===== config.mk =====
export PLATFORM = sky130hd
export DESIGN_NAME = system_config_registers
export DESIGN_NICKNAME = d
export VERILOG_FILES = /design/src/include/sysconfig_pkg.sv /design/src/verilog/system_config_registers.sv
export SDC_FILE = /design/constraint.sdc
export NUM_CORES = 1
export LEC_CHECK = 0
export CAP_MARGIN = 20
export CORE_MARGIN = 1.5
export CORE_UTILIZATION = 45
export DETAILED_ROUTE_END_ITERATION = 10
export DONT_BUFFER_PORTS = 1
export GPL_ROUTABILITY_DRIVEN = 0
export RECOVER_POWER = 100
export SYNTH_ARGS = -nofsm -noshare
export SYNTH_HDL_FRONTEND = slang
export SYNTH_SLANG_ARGS = --single-unit
export TNS_END_PERCENT = 1

===== constraint.sdc =====
create_clock -name pclk -period 2.73 [get_ports pclk]
set_input_delay 0.4095 -clock pclk [delete_from_list [all_inputs] [get_ports pclk]]
set_output_delay 0.4095 -clock pclk [all_outputs]
set_load 0.1 [all_outputs]

===== src/include/sysconfig_pkg.sv =====
// Operation
// RL1 - First register bits 31:11 read zero
// RL2 - Boot flags report the boot mode taken
// RL3 - Loader flag only for debug-loaded system boot
// RL4 - Bit 5 routes DMA: timers or serial one
// RL5 - Bit 4 routes DMA to serial zero
// RL6 - Software keeps bits 3:1 at zero
// RL7 - Ram_at_zero_select bit adds RAM at address zero
// RL8 - Second register bits 31:8 read zero
// RL9 - Flash power-on delayed after low-power wait exit
// RL10 - Delay may overrun by one RC period
// RL11 - Software sizes delay for regulator settling
// RL12 - Bit 3 picks wake line zero source
// RL13 - Filter drops one-cycle external interrupt pulses
// RL14 - Two-bit field selects regulator current
// RL15 - Identification register fixed and read-only
// RL16 - Three trigger bits choose each line's event
// RL17 - Trigger registers bits 31:16 read zero
// RL18 - Trigger code table is a parameter
// RL19 - Boot flags captured once after reset
package sysconfig_pkg;
  localparam logic [7:0]  OFS_BOOT_RAM_AT_ZERO_SELECT    = 8'h00;
  localparam logic [7:0]  OFS_TRIG_A        = 8'h04;
  localparam logic [7:0]  OFS_TRIG_B        = 8'h24;
  localparam logic [7:0]  OFS_TRIG_C        = 8'h28;
  localparam logic [7:0]  OFS_POWER_WAKE    = 8'h30;
  localparam logic [7:0]  OFS_DEVICE_ID     = 8'h34;
  localparam logic [7:0]  OFS_EVENT_STATUS  = 8'h38;
  localparam logic [7:0]  OFS_EVENT_MASK    = 8'h3c;

  localparam logic [15:0] RST_TRIG_A        = 16'hffff;
  localparam logic [15:0] RST_TRIG_B        = 16'h0000;
  localparam logic [15:0] RST_TRIG_C        = 16'h0000;
  localparam logic [7:0]  RST_POWER_WAKE    = 8'h40;

  // Boot and ram_at_zero_select register fields
  localparam int BIT_SYSMEM    = 10;
  localparam int BIT_USER_ONE  = 9;
  localparam int BIT_USER_TWO  = 8;
  localparam int BIT_LOADER    = 7;
  localparam int BIT_DMA_SER1  = 5;
  localparam int BIT_DMA_SER0  = 4;
  localparam int BIT_RAM_AT_ZERO_SELECT     = 0;
  // Power and wake register fields
  localparam int POS_FLASH_DELAY = 4;
  localparam int BIT_WAKE_SRC  = 3;
  localparam int BIT_FILTER    = 2;
  localparam int POS_LPCUR     = 0;

  // Event status bits
  localparam int EV_FLASH_ON   = 0;
  localparam int EV_WAIT_EXIT  = 1;
  localparam int EV_EXT_IRQ    = 2;
  localparam int NUM_EVENTS    = 3;

  localparam logic [3:0] RAM_REGION   = 4'ha;
  localparam logic [3:0] FLASH_REGION = 4'h0;
  localparam int         FAST_RC_MULT = 64;
  localparam logic [1:0] BOOT_SETTLE  = 2'h3;

  // Trigger kinds addressed by the per-line code {c,b,a}
  localparam logic [2:0] KIND_NONE = 3'h0;
  localparam logic [2:0] KIND_LOW  = 3'h1;
  localparam logic [2:0] KIND_HIGH = 3'h2;
  localparam logic [2:0] KIND_FALL = 3'h3;
  localparam logic [2:0] KIND_RISE = 3'h4;
  localparam logic [2:0] KIND_BOTH = 3'h5;

  typedef struct packed {
    logic sysmem;
    logic user_one;
    logic user_two;
    logic loader_in_ram;
  } boot_strap_t;

  typedef enum logic [1:0] {FLASH_ON, FLASH_WAIT, FLASH_COUNT} flash_state_t;
endpackage


===== src/verilog/system_config_registers.sv =====
// Implementation choice: the APB slave port.
`timescale 1ns/1ps
module system_config_registers
  import sysconfig_pkg::*;
#(
  parameter int          LINES      = 16,
  parameter logic [31:0] DEVICE_ID  = 32'h0000_5a5a, // Arbitrary value
  parameter logic [23:0] TRIG_TABLE = {KIND_NONE, KIND_NONE, KIND_BOTH, KIND_RISE,
                                       KIND_FALL, KIND_HIGH, KIND_LOW, KIND_NONE}
) (
  // APB slave
  input  wire logic              pclk,
  input  wire logic              presetn,
  input  wire logic              psel,
  input  wire logic              penable,
  input  wire logic              pwrite,
  input  wire logic [7:0]        paddr,
  input  wire logic [31:0]       pwdata,
  output logic      [31:0]       prdata,
  output logic                   pready,
  output logic                   pslverr,
  // Boot straps, asynchronous pins
  input  wire boot_strap_t       boot_strap,
  // Memory decode
  input  wire logic [31:0]       mem_addr,
  output logic                   ram_select,
  output logic                   flash_select,
  output logic                   ram_at_zero_select,
  // DMA routing
  output logic                   dma_serial1_route,
  output logic                   dma_serial0_route,
  // Low-power wait and flash power
  input  wire logic              low_power_wait_mode,
  input  wire logic              rc_clk,
  input  wire logic              rc_slow_sel,
  output logic                   flash_power_on,
  // Wake-up line zero
  input  wire logic              wake_pin_zero,
  input  wire logic              wut_end_of_count,
  output logic                   wake_line0,
  // External interrupts towards the interrupt controller
  input  wire logic [LINES-1:0]  ext_irq,
  output logic      [LINES-1:0]  irq_request,
  // Regulator
  output logic      [1:0]        lp_regulator_current_sel,
  output logic      [2:0]        lp_reg_current_ma,
  // Event interrupt
  output logic                   irq
);

  function automatic logic [2:0] current_ma(input logic [1:0] code);
    case (code)
      2'h0:    current_ma = 3'h6;
      2'h3:    current_ma = 3'h2;
      default: current_ma = 3'h4;
    endcase
  endfunction
  function automatic logic [2:0] kind_of(input logic [2:0] code);
    kind_of = TRIG_TABLE[code*3 +: 3];
  endfunction
  logic              sysmem_boot_flag, user_one_boot_flag, user_two_boot_flag;
  logic              debug_loader_boot_flag;
  logic [15:0]       trig_a_reg, trig_b_reg, trig_c_reg;
  logic [7:0]        pw_reg;
  logic [NUM_EVENTS-1:0] status_reg, mask_reg, event_set;
  logic [31:0]       rdata_next;
  logic              map_hit;
  logic              wr_acc;

  assign wr_acc = psel && penable && pready && pwrite;
  // APB: data prepared in setup, answered with no wait state
  always_comb begin
    rdata_next = 32'h0000_0000;
    map_hit    = 1'b1;
    case (paddr)
      OFS_BOOT_RAM_AT_ZERO_SELECT:   rdata_next = {21'h000000, sysmem_boot_flag, user_one_boot_flag,
                                      user_two_boot_flag, debug_loader_boot_flag, 1'b0,
                                      dma_serial1_route, dma_serial0_route,
                                      3'h0, ram_at_zero_select}; // RL1
      OFS_TRIG_A:       rdata_next = {16'h0000, trig_a_reg}; // RL17
      OFS_TRIG_B:       rdata_next = {16'h0000, trig_b_reg}; // RL17
      OFS_TRIG_C:       rdata_next = {16'h0000, trig_c_reg}; // RL17
      OFS_POWER_WAKE:   rdata_next = {24'h000000, pw_reg}; // RL8
      OFS_DEVICE_ID:    rdata_next = DEVICE_ID; // RL15
      OFS_EVENT_STATUS: rdata_next = {29'h0000000, status_reg};
      OFS_EVENT_MASK:   rdata_next = {29'h0000000, mask_reg};
      default:          map_hit    = 1'b0;
    endcase
  end

  always_ff @(posedge pclk or negedge presetn) begin
    if (!presetn) begin
      pready  <= 1'b0;
      pslverr <= 1'b0;
      prdata  <= 32'h0000_0000;
    end else begin
      pready  <= psel && !penable;
      pslverr <= psel && !penable && !map_hit;
      if (psel && !penable && !pwrite) begin
        prdata <= rdata_next;
      end
    end
  end

  // Boot straps: synchronise, wait to settle, capture once
  boot_strap_t boot_s1, boot_s2;
  logic [1:0]  boot_cnt;
  logic        boot_done;

  always_ff @(posedge pclk or negedge presetn) begin
    if (!presetn) begin
      boot_s1 <= '0;
      boot_s2 <= '0;
    end else begin
      boot_s1 <= boot_strap;
      boot_s2 <= boot_s1;
    end
  end

  always_ff @(posedge pclk or negedge presetn) begin
    if (!presetn) begin
      boot_cnt               <= 2'h0;
      boot_done              <= 1'b0;
      sysmem_boot_flag       <= 1'b0;
      user_one_boot_flag     <= 1'b0;
      user_two_boot_flag     <= 1'b0;
      debug_loader_boot_flag <= 1'b0;
    end else if (!boot_done) begin
      boot_cnt <= boot_cnt + 2'h1;
      if (boot_cnt == BOOT_SETTLE) begin // RL19
        boot_done <= 1'b1;
        // Priority keeps at most one mode flagged
        sysmem_boot_flag       <= boot_s2.sysmem; // RL2
        user_one_boot_flag     <= !boot_s2.sysmem && boot_s2.user_one; // RL2
        user_two_boot_flag     <= !boot_s2.sysmem && !boot_s2.user_one && boot_s2.user_two; // RL2
        debug_loader_boot_flag <= boot_s2.sysmem && boot_s2.loader_in_ram; // RL3
      end
    end
  end

  // Writable configuration; bits 3:1 of the first register are not stored
  always_ff @(posedge pclk or negedge presetn) begin
    if (!presetn) begin
      dma_serial1_route  <= 1'b0;
      dma_serial0_route  <= 1'b0;
      ram_at_zero_select <= 1'b0;
    end else if (wr_acc && paddr == OFS_BOOT_RAM_AT_ZERO_SELECT) begin
      dma_serial1_route  <= pwdata[BIT_DMA_SER1]; // RL4
      dma_serial0_route  <= pwdata[BIT_DMA_SER0]; // RL5
      ram_at_zero_select <= pwdata[BIT_RAM_AT_ZERO_SELECT]; // RL7
    end
  end

  always_ff @(posedge pclk or negedge presetn) begin
    if (!presetn) begin
      trig_a_reg <= RST_TRIG_A;
      trig_b_reg <= RST_TRIG_B;
      trig_c_reg <= RST_TRIG_C;
    end else if (wr_acc) begin
      if (paddr == OFS_TRIG_A) trig_a_reg <= pwdata[15:0];
      if (paddr == OFS_TRIG_B) trig_b_reg <= pwdata[15:0];
      if (paddr == OFS_TRIG_C) trig_c_reg <= pwdata[15:0];
    end
  end

  always_ff @(posedge pclk or negedge presetn) begin
    if (!presetn) begin
      pw_reg <= RST_POWER_WAKE;
    end else if (wr_acc && paddr == OFS_POWER_WAKE) begin
      pw_reg <= pwdata[7:0];
    end
  end

  always_ff @(posedge pclk or negedge presetn) begin
    if (!presetn) begin
      mask_reg <= '0;
    end else if (wr_acc && paddr == OFS_EVENT_MASK) begin
      mask_reg <= pwdata[NUM_EVENTS-1:0];
    end
  end

  // Sticky events; a new event beats a simultaneous clear
  always_ff @(posedge pclk or negedge presetn) begin
    if (!presetn) begin
      status_reg <= '0;
      irq        <= 1'b0;
    end else begin
      if (wr_acc && paddr == OFS_EVENT_STATUS) begin
        status_reg <= (status_reg & ~pwdata[NUM_EVENTS-1:0]) | event_set;
      end else begin
        status_reg <= status_reg | event_set;
      end
      irq <= |(status_reg & mask_reg);
    end
  end

  // Memory decode with ram_at_zero_select
  always_ff @(posedge pclk or negedge presetn) begin
    if (!presetn) begin
      ram_select   <= 1'b0;
      flash_select <= 1'b0;
    end else begin
      ram_select   <= (mem_addr[31:28] == RAM_REGION) ||
                      (ram_at_zero_select && mem_addr[31:28] == FLASH_REGION); // RL7
      flash_select <= !ram_at_zero_select && mem_addr[31:28] == FLASH_REGION; // RL7
    end
  end

  // Regulator current and wake line
  logic wake_s1, wake_s2;
  always_ff @(posedge pclk or negedge presetn) begin
    if (!presetn) begin
      wake_s1                  <= 1'b0;
      wake_s2                  <= 1'b0;
      wake_line0               <= 1'b0;
      lp_regulator_current_sel <= 2'h0;
      lp_reg_current_ma        <= 3'h6;
    end else begin
      wake_s1                  <= wake_pin_zero;
      wake_s2                  <= wake_s1;
      wake_line0               <= pw_reg[BIT_WAKE_SRC] ? wut_end_of_count : wake_s2; // RL12
      lp_regulator_current_sel <= pw_reg[POS_LPCUR +: 2];
      lp_reg_current_ma        <= current_ma(pw_reg[POS_LPCUR +: 2]); // RL14
    end
  end

  // Flash power-on delay, counted in RC clock periods
  logic [2:0]   rc_sync;
  logic [1:0]   lpw_sync;
  logic [1:0]   slow_sync;
  logic         lpw_prev;
  logic [9:0]   rc_cnt;
  logic [9:0]   delay_target;
  flash_state_t flash_state;
  logic         rc_tick;

  assign rc_tick = rc_sync[1] && !rc_sync[2];
  assign delay_target = slow_sync[1] ? {6'h00, pw_reg[POS_FLASH_DELAY +: 4]}
                                     : 10'(pw_reg[POS_FLASH_DELAY +: 4] * FAST_RC_MULT); // RL9

  always_ff @(posedge pclk or negedge presetn) begin
    if (!presetn) begin
      rc_sync   <= 3'h0;
      lpw_sync  <= 2'h0;
      slow_sync <= 2'h0;
      lpw_prev  <= 1'b0;
    end else begin
      rc_sync   <= {rc_sync[1:0], rc_clk};
      lpw_sync  <= {lpw_sync[0], low_power_wait_mode};
      slow_sync <= {slow_sync[0], rc_slow_sel};
      lpw_prev  <= lpw_sync[1];
    end
  end

  // One tick beyond delay_target: the first period is partial, so never short
  always_ff @(posedge pclk or negedge presetn) begin
    if (!presetn) begin
      flash_state    <= FLASH_ON;
      rc_cnt         <= 10'h000;
      flash_power_on <= 1'b1;
    end else begin
      case (flash_state)
        FLASH_ON: begin
          if (lpw_sync[1]) begin
            flash_state    <= FLASH_WAIT;
            flash_power_on <= 1'b0;
          end
        end
        FLASH_WAIT: begin
          if (!lpw_sync[1]) begin
            flash_state <= FLASH_COUNT;
            rc_cnt      <= 10'h000;
          end
        end
        FLASH_COUNT: begin
          if (rc_cnt > delay_target) begin // RL10
            flash_state    <= FLASH_ON;
            flash_power_on <= 1'b1; // RL9
          end else if (rc_tick) begin
            rc_cnt <= rc_cnt + 10'h001;
          end
        end
        default: begin
          flash_state    <= FLASH_ON;
          flash_power_on <= 1'b1;
        end
      endcase
    end
  end

  // External interrupt lines: sync, glitch filter, event detect
  logic [LINES-1:0] ei_s1, ei_s2, ei_s3, ei_filt, ei_prev;

  always_ff @(posedge pclk or negedge presetn) begin
    if (!presetn) begin
      ei_s1   <= '0;
      ei_s2   <= '0;
      ei_s3   <= '0;
      ei_filt <= '0;
      ei_prev <= '0;
    end else begin
      ei_s1   <= ext_irq;
      ei_s2   <= ei_s1;
      ei_s3   <= ei_s2;
      ei_prev <= ei_filt;
      for (int n = 0; n < LINES; n++) begin
        // With the filter bit set, two equal samples are needed, so a one-cycle pulse never passes
        if (!pw_reg[BIT_FILTER] || ei_s2[n] == ei_s3[n]) begin
          ei_filt[n] <= ei_s2[n]; // RL13
        end
      end
    end
  end

  always_ff @(posedge pclk or negedge presetn) begin
    if (!presetn) begin
      irq_request <= '0;
    end else begin
      for (int n = 0; n < LINES; n++) begin
        case (kind_of({trig_c_reg[n], trig_b_reg[n], trig_a_reg[n]})) // RL16 RL18
          KIND_LOW:  irq_request[n] <= !ei_filt[n];
          KIND_HIGH: irq_request[n] <= ei_filt[n];
          KIND_FALL: irq_request[n] <= ei_prev[n] && !ei_filt[n];
          KIND_RISE: irq_request[n] <= !ei_prev[n] && ei_filt[n];
          KIND_BOTH: irq_request[n] <= ei_prev[n] != ei_filt[n];
          default:   irq_request[n] <= 1'b0;
        endcase
      end
    end
  end

  logic [LINES-1:0] irq_req_prev;
  logic             flash_prev;
  always_ff @(posedge pclk or negedge presetn) begin
    if (!presetn) begin
      irq_req_prev <= '0;
      flash_prev   <= 1'b1;
    end else begin
      irq_req_prev <= irq_request;
      flash_prev   <= flash_power_on;
    end
  end

  always_comb begin
    event_set               = '0;
    event_set[EV_FLASH_ON]  = flash_power_on && !flash_prev;
    event_set[EV_WAIT_EXIT] = lpw_prev && !lpw_sync[1];
    event_set[EV_EXT_IRQ]   = |(irq_request & ~irq_req_prev);
  end
endmodule


Word-level counts from Yosys, hierarchy flattened
Cells that the tools add are included.

storage, ports and cells
  output and inout port bits = 63
  register bits = 259

operators by class
  reductions and logical operators = 125
  order comparisons = 1
  shift operators = 16
  bitwise operators = 9
  equal/unequal tests = 129
  mux-type cells = 35
  multipliers = 16
  add/sub/neg operators = 2

operators with widths
  cell                                                         count
  variable part select 24 x 6 -> 3 bit (first input constant)  16
  one-hot mux 16 bit (8 select lines)                          1
  == test 3 x 2 -> 1 bit (second input constant)               32
  == test 3 bit (second input constant)                        32
  multiplier 3 x 2 -> 5 bit (second input constant)            16
  one-hot mux 1 bit (5 select lines)                           16
  logical AND 1 bit                                            51
  == test 3 x 1 -> 1 bit (second input constant)               16
  == test 8 x 6 -> 1 bit (second input constant)               6
  logical NOT 1 bit                                            42
  two-way mux 10 bit                                           4
  one-hot mux 10 bit (2 select lines)                          1
  logical OR 1 bit                                             17
  AND 16 bit                                                   1
  == test 1 bit                                                16
  != test 1 bit                                                16
  NOT 16 bit                                                   1
  OR reduction 16 bit                                          1
  adder 10 x 1 -> 10 bit (second input constant)               1
  greater-than comparator 10 bit                               1
  != test 2 bit (second input constant)                        5
  == test 8 x 3 -> 1 bit (second input constant)               1
  logical NOT 8 bit                                            1
  AND reduction 2 bit                                          4
  other kinds (21)                                             35

Longest topological paths before layout
Gate-level depths: netlist of run 1.

  depth after elaboration = 5
  gate-level depth with buffers = 9

Worst setup path after synthesis of run 1
OpenSTA, ideal clock, no wires.

  kind = register to register
  start point = register pready
  end point = register trig_a_reg[10]
  setup time = 0.082 ns
  period minus slack after synthesis = 2.398 ns
  setup slack = 0.332 ns
  arrival = 2.316 ns
  buffers on the path = 2
  cell stages (with the launch flop) = 6
  cells stage by stage = dfrtp_1 -> nand4_1 -> or3_1 -> buf_6 -> buf_12 -> mux2_4

on the way
  longest elaborated chain between the ends = 3

ends and longest elaborated chain
  element                         line                            source
  from (decl)                     system_config_registers.sv:20   output logic pready,
  from (signal assigned)          system_config_registers.sv:97   pready <= psel && !penable;
  logical AND 1 bit (2 in a row)  system_config_registers.sv:70   assign wr_acc = psel && penable && pready && pwrite;
  AND reduction 2 bit (no line)   --
  to (signal assigned)            system_config_registers.sv:160  if (paddr == OFS_TRIG_A) trig_a_reg <= pwdata[15:0];
  to (decl)                       system_config_registers.sv:63   logic [15:0] trig_a_reg, trig_b_reg, trig_c_reg;

Every way passes these cells.
A chain may end at the register's enable or synchronous reset.

Worst setup path in the final report of run 1
  start point = input port paddr[1]
  end point = register trig_a_reg[6]

on the way
  longest elaborated chain between the ends = 2

ends and longest elaborated chain
  element                        line                            source
  from (decl)                    system_config_registers.sv:17   input wire logic [7:0] paddr,
  == test 8 x 3 -> 1 bit         system_config_registers.sv:160
  AND reduction 2 bit (no line)  --

Every way passes these cells.

==> results.sh, run 1 <==
export IMPL_status="complete, but fails checks"
export IMPL_violations="hold timing"
export IMPL_worst_skew_pair_late_latency_ns=0.54
export IMPL_area_delta_synth_final_pct=14.5
export IMPL_core_area_mm2=0.0242
export IMPL_cts_buffers=27
export IMPL_ir_drop_uv=512
export IMPL_first_global_vias=7480
export IMPL_start_util_pct=45.7
export IMPL_final_area_mm2=0.0127
export IMPL_crit_required_ns=3.18
export IMPL_p_int_w=0.00602
export IMPL_dieWidth_um=160
export IMPL_route_met3_wl_um=1300
export IMPL_ys_ff_latch=242
export IMPL_cts_tree="done"
export IMPL_critPathKind="in2reg"
export IMPL_finalPower_w=0.00819
export IMPL_multi_input_area_mm2=0.00433
export IMPL_grt_usage_pct=20.3
export IMPL_min_period_ns=2.47
export IMPL_viasPerCell=5.27
export IMPL_clock_power_share_pct=41.5
export IMPL_clk_root_buffer_cell="clkbuf_16"
export IMPL_fin_skew_ns=0.0154
export IMPL_avgRoutedWirePerCell_um=17.6
export IMPL_port_buffers=0
export IMPL_slowest_stage="or4_1"
export IMPL_ys_flop_type="dfrtp_1"
export IMPL_vias=7701
export IMPL_h_tree_depth=1
export IMPL_top_layer="met4"
export IMPL_drt_pass1_iterations=6
export IMPL_max_freq_ghz=0.405
export IMPL_async_flop_share_pct=100
export IMPL_drv_slew=0
export IMPL_power_leakage_nw=5.80
export IMPL_worst_path_largest_cell_delay_ns=0.59
export IMPL_period_share_pct=90.4
export IMPL_grt_start_max_net_pins=243
export IMPL_synth_cells=1026
export IMPL_crit_arrival_ns=2.92
export IMPL_antenna_cells=0
export IMPL_wirelength_um=25600
export IMPL_rsz0062_at_grt="false"
export IMPL_dpl_cell_area_mm2=0.0116
export IMPL_seq_area_frac_synth_pct=55.0
export IMPL_switching_power_w=0.00217
export IMPL_power_density_mw_per_mm2=647
export IMPL_cts_resized=0
export IMPL_hold_violations=227
export IMPL_syn_area_per_cell_um2=10.8
export IMPL_path_delay_family="simple AND/OR/NAND/NOR gates"
export IMPL_route_met2_wl_um=12200
export IMPL_dpl_hpwl_um=16900
export IMPL_pwr_share_seq_pct=50.3
export IMPL_final_util_pct=52.3
export IMPL_grt_ovfl_total=0
export IMPL_ios=165
export IMPL_crit_chain="or4_1 -> nor3_1 -> nand2_1 -> or3_1 -> clkbuf_2 -> mux2_1"
export IMPL_clockBufferDepth=3
export IMPL_cts_setup_buffers=0
export IMPL_grt_pass1_wl_um=40800
export IMPL_path_max_fanout=12
export IMPL_drc_errors=0
export IMPL_pwr_share_comb_pct=8.2
export IMPL_syn_area_mm2=0.0110
export IMPL_fp_dieH_um=160
export IMPL_antenna_found_initial=0
export IMPL_start_kind="primary input"
export IMPL_clk_pin_slew_ns=0.06
export IMPL_num_rows=57
export IMPL_critPathCaptureType="register"
export IMPL_finalSetupTns_ns=0
export IMPL_cts_sinks=242
export IMPL_drive_above_1_share_pct=9.07
export IMPL_nets=1293
export IMPL_cap_violations=0
export IMPL_ant_nets=0
export IMPL_p_sw_share_pct=26.5
export IMPL_synth_warnings=0
export IMPL_dr_first_iter_drc_count=511
export IMPL_seqCellArea_mm2=0.00608
export IMPL_holdWs_ns=-0.434
export IMPL_cts_hold_buffers=41
export IMPL_crit_buf_inv=1
export IMPL_die_area_mm2=0.0255
export IMPL_tightest_slew_ns=1.34
export IMPL_synth_distinct_cells=61
export IMPL_hold_path_class="in2async"
export IMPL_wl_met1_um=11200
export IMPL_synth_edf_count=0
export IMPL_setup_viol=0
export IMPL_maxSlewHeadroom_pct=10.5
export IMPL_fill_cells=2170
layout make-up:
type                       count  area share [%]
tap                          324            3.20
clock inverter                 5           0.227
multi-input combinational    657            34.2
timing repair buffer          85            4.91
clock buffer                  44            6.32
sequential                   242            48.1
inverter                     103            3.06
through the flow:
| step | setup slack (ns) | instances | hold slack [ns] |
|---|---|---|---|
| 5_1_grt | 0.167 | 1460 | -0.456 |
| 4_1_cts | 0.403 | 1460 | -0.452 |
| 3_3_place_gp | 0.404 | 1370 | 0.125 |
| 2_1_floorplan | 0.332 | 1042 | 0.114 |
| 3_5_place_dp | 0.382 | 1370 | 0.123 |
| 6_report | 0.261 | 1460 | -0.434 |
routing by layer:
metal  track usage (%)  vias to the layer above
met5                 0                        -
met4              7.29                        0
li1                  -                     3719
met2              34.1                      153
met1              26.1                     3783
met3              4.21                       46
synthesized netlist by cell type (2+ instances only):
| cell | n | area (um^2) |
|---|---|---|
| a31oi_1 | 8 | 50.1 |
| a21oi_1 | 64 | 320 |
| o211ai_1 | 7 | 52.6 |
| a22o_1 | 2 | 17.5 |
| or4_1 | 4 | 30.0 |
| buf_4 | 17 | 128 |
| o2bb2ai_1 | 2 | 17.5 |
| a221oi_1 | 8 | 70.1 |
| o221a_2 | 2 | 22.5 |
| dfstp_2 | 21 | 552 |
| a32oi_1 | 8 | 70.1 |
| nor2_1 | 51 | 191 |
| clkbuf_1 | 17 | 63.8 |
| dfrtp_1 | 221 | 5530 |
| nor3_1 | 20 | 100 |
| nand2b_1 | 12 | 75.1 |
| mux2_2 | 30 | 338 |
| or3_1 | 2 | 12.5 |
| nor3b_1 | 4 | 30.0 |
| nor2b_1 | 6 | 37.5 |
| o22ai_1 | 14 | 87.6 |
| nand3_1 | 14 | 70.1 |
| mux2i_1 | 17 | 170 |
| a32o_1 | 2 | 20.0 |
| or3b_2 | 3 | 26.3 |
| a21boi_0 | 5 | 37.5 |
| nand2_1 | 98 | 368 |
| inv_1 | 103 | 387 |
| o41ai_1 | 5 | 43.8 |
| buf_1 | 3 | 11.3 |
| a22oi_1 | 9 | 67.6 |
| a211oi_1 | 5 | 37.5 |
| nand4_1 | 5 | 31.3 |
| o31ai_1 | 4 | 30.0 |
| nor4_1 | 2 | 12.5 |
| o21ai_0 | 115 | 576 |
| ha_1 | 75 | 938 |
| mux2_4 | 10 | 150 |
| nand3b_1 | 5 | 37.5 |
| o21a_1 | 5 | 37.5 |
worst paths after layout:
| check | end | cells after the start | slack [ns] | startpoint |
|---|---|---|---|---|
| worst min-delay path | ei_filt[11] | 0 | -0.43 | presetn |
| worst max-delay path | trig_a_reg[6] | 6 | 0.26 | paddr[1] |
| max in group asynchronous | prdata[15] | 0 | 2.56 | presetn |
| min in group pclk | trig_a_reg[13] | 1 | 0.01 | pwdata[13] |
| worst min register to register | ei_s2[10] | 0 | 0.34 | ei_s1[10] |
| worst max register to register | rc_cnt[5] | 7 | 0.30 | slow_sync[1] |
cells by family after synthesis:
logic type	Yosys count	synth area share, %
other	1	0.0339
muxes	57	5.96
buffers and inverters	143	5.66
AOI/OAI and AO/OA	271	14.6
and+or+nand+nor	236	10.2
xor gates and xnor gates	1	0.0793
adders and majority gates	75	8.49
DFF	242	55.0
layout by cell type, fill, tap and decap left out, drive strengths merged, types with 40 or more instances in the layout:
cell and count:
dfrtp 221, o21ai 116, inv 104, nand2 99, clkbuf 76, ha 75
a21oi 64, nor2 51, dlygate4sd3 41, mux2 40
power by group through the flow:
stage          combinational [W]  clock (W)  sequential [W]
3_3_place_gp            0.000605          0         0.00418
5_1_grt                 0.000750    0.00365         0.00414
3_5_place_dp            0.000623          0         0.00419
2_1_floorplan           0.000513          0         0.00414
4_1_cts                 0.000681    0.00352         0.00412
6_report                0.000671    0.00340         0.00412
No activity file was read; power rests on OpenSTA's default activity.
==> run 2: changes to the inputs <==
CORE_MARGIN = 2   (was 1.5)
PLACE_DENSITY = 0.68   (was unset)
==> run 2 against run 1 <==
Against the previous run:
- the run still ends with hold timing left
- maximum frequency grew 5.2%
- clock power grew 4%
- wire length grew 0.51%
- global-route usage shrank 0.12 points
- critical path type is now reg2out
- hold slack gained 0.019 ns
==> results.sh, run 2 (same netlist as run 1, synthesis figures left out) <==
export IMPL_r2r_start="pready"
export IMPL_first_global_vias=7834
export IMPL_wirelength_um=25800
export IMPL_num_rows=57
export IMPL_path_delay_family="buffers and inverters"
export IMPL_nets=1295
export IMPL_rsz0062_at_grt="false"
export IMPL_cts_buffers=27
export IMPL_port_buffers=0
export IMPL_clk_root_buffer_cell="clkbuf_16"
export IMPL_ios=165
export IMPL_cts_hold_buffers=45
export IMPL_ir_drop_uv=434
export IMPL_antenna_cells=0
export IMPL_fill_cells=2154
export IMPL_r2r_cells=3
export IMPL_crit_required_ns=2.32
export IMPL_placed_cells=1368
export IMPL_dr_first_iter_drc_count=492
export IMPL_drc_errors=0
export IMPL_maxSlewHeadroom_pct=4.85
export IMPL_cts_sinks=242
export IMPL_finalSetupTns_ns=0
export IMPL_hold_violations=235
export IMPL_dp_slack_ns=0.455
export IMPL_final_common_cell="dfrtp_1"
export IMPL_clockBufferDepth=3
export IMPL_start_util_pct=45.7
export IMPL_fp_dieH_um=161
export IMPL_max_freq_ghz=0.426
export IMPL_status="complete, but fails checks"
export IMPL_slowest_stage="clkbuf_1"
export IMPL_final_cell_mix="221 x dfrtp_1, 116 x o21ai_0, 103 x inv_1"
export IMPL_area_delta_synth_final_pct=15.4
export IMPL_holdWs_ns=-0.415
export IMPL_antenna_found_initial=0
export IMPL_final_cell_count_no_fill=1463
export IMPL_crit_arrival_ns=1.94
export IMPL_cts_tree="done"
export IMPL_worst_path_largest_cell_delay_ns=1.03
export IMPL_grt_start_max_net_pins=243
export IMPL_tightest_slew_ns=1.43
export IMPL_grt_pass1_wl_um=41600
export IMPL_period_share_pct=85.9
export IMPL_core_area_mm2=0.0242
export IMPL_cts_setup_buffers=0
export IMPL_path_max_fanout=3
export IMPL_violations="hold timing"
export IMPL_power_leakage_nw=5.84
export IMPL_fin_skew_ns=0.0228
export IMPL_worst_skew_pair_late_latency_ns=0.55
export IMPL_cts_resized=0
export IMPL_ant_nets=0
export IMPL_power_density_mw_per_mm2=653
export IMPL_clk_pin_slew_ns=0.06
export IMPL_grt_ovfl_total=0
export IMPL_avgRoutedWirePerCell_um=17.6
export IMPL_setup_viol=0
export IMPL_hold_path_class="in2async"
export IMPL_finalPower_w=0.00832
export IMPL_min_period_ns=2.35
export IMPL_drive_above_1_share_pct=9.75
export IMPL_drt_pass1_iterations=5
export IMPL_ff2ff_setup_slack_ns=0.45
export IMPL_rr_endpoint="pw_reg[5]"
export IMPL_grt_usage_pct=20.2
export IMPL_die_area_mm2=0.0258
export IMPL_h_tree_depth=1
export IMPL_critPathCaptureType="output port"
export IMPL_dpl_hpwl_um=17300
export IMPL_setup_slack_ns=0.384
export IMPL_start_kind="register"
export IMPL_crit_chain="clkbuf_1"
export IMPL_viasPerCell=5.40
export IMPL_crit_buf_inv=1
export IMPL_cap_violations=0
export IMPL_dieWidth_um=161
export IMPL_vias=7907
export IMPL_drv_slew=0
export IMPL_critPathKind="reg2out"
==> run 2: changes by cell type in the layout (fill, tap and decap cells not counted), sizes merged <==
| cell | previous run | this run |
|---|---|---|
| clkinv | 4 | 8 |
| bufinv | 0 | 1 |
| buf | 12 | 9 |
| clkinvlp | 0 | 1 |
| clkbuf | 76 | 72 |
| dlygate4sd3 | 41 | 45 |
==> run 2: worst max-delay path by stage <==
stage / start / end / slack, ns / depth (start not counted)
after detailed placement: paddr[1] / trig_a_reg[7] / 0.46 / 6
after global routing: slow_sync[1] / rc_cnt[4] / 0.23 / 7
after global placement: paddr[1] / trig_a_reg[9] / 0.49 / 6
after CTS: pw_reg[6] / rc_cnt[4] / 0.54 / 7
final: irq_request[4] / irq_request[4] / 0.38 / 1
after floorplan: pready / trig_a_reg[10] / 0.33 / 5
==> run 2: final cells by class <==
cell class / count / area, um^2 / share of cell area, %
clock buffer: 39 / 781 / 6.13
clock inverter: 11 / 86.3 / 0.677
inverter: 103 / 387 / 3.03
multi-input combinational: 657 / 4360 / 34.2
sequential: 242 / 6080 / 47.7
tap: 324 / 405 / 3.18
timing repair buffer: 87 / 644 / 5.06
==> run 2: power by group <==
group,total (W),internal [W],switching [W]
Clock,0.00354,0.00207,0.00146
Combinational,0.000674,0.000262,0.000412
Sequential,0.00411,0.00377,0.000342
Total,0.00832,0.00611,0.00222
==> run 2: through the flow <==
step | area (um^2) | utilization (%)
4_1_cts | 12900 | 53.4
5_1_grt | 12700 | 52.7
3_3_place_gp | 11600 | 48.0
6_report | 12700 | 52.7
2_1_floorplan | 11100 | -
3_5_place_dp | 11600 | 48.0
==> run 2: metal layers <==
layer / part of all wire, % / GRT usage, % / up-vias
li1: - / - / 3730
met1: 43 / 26.9 / 3896
met2: 47 / 32.9 / 227
met3: 7.2 / 4.47 / 54
met4: 3.2 / 7.06 / 0
met5: 0 / 0 / -
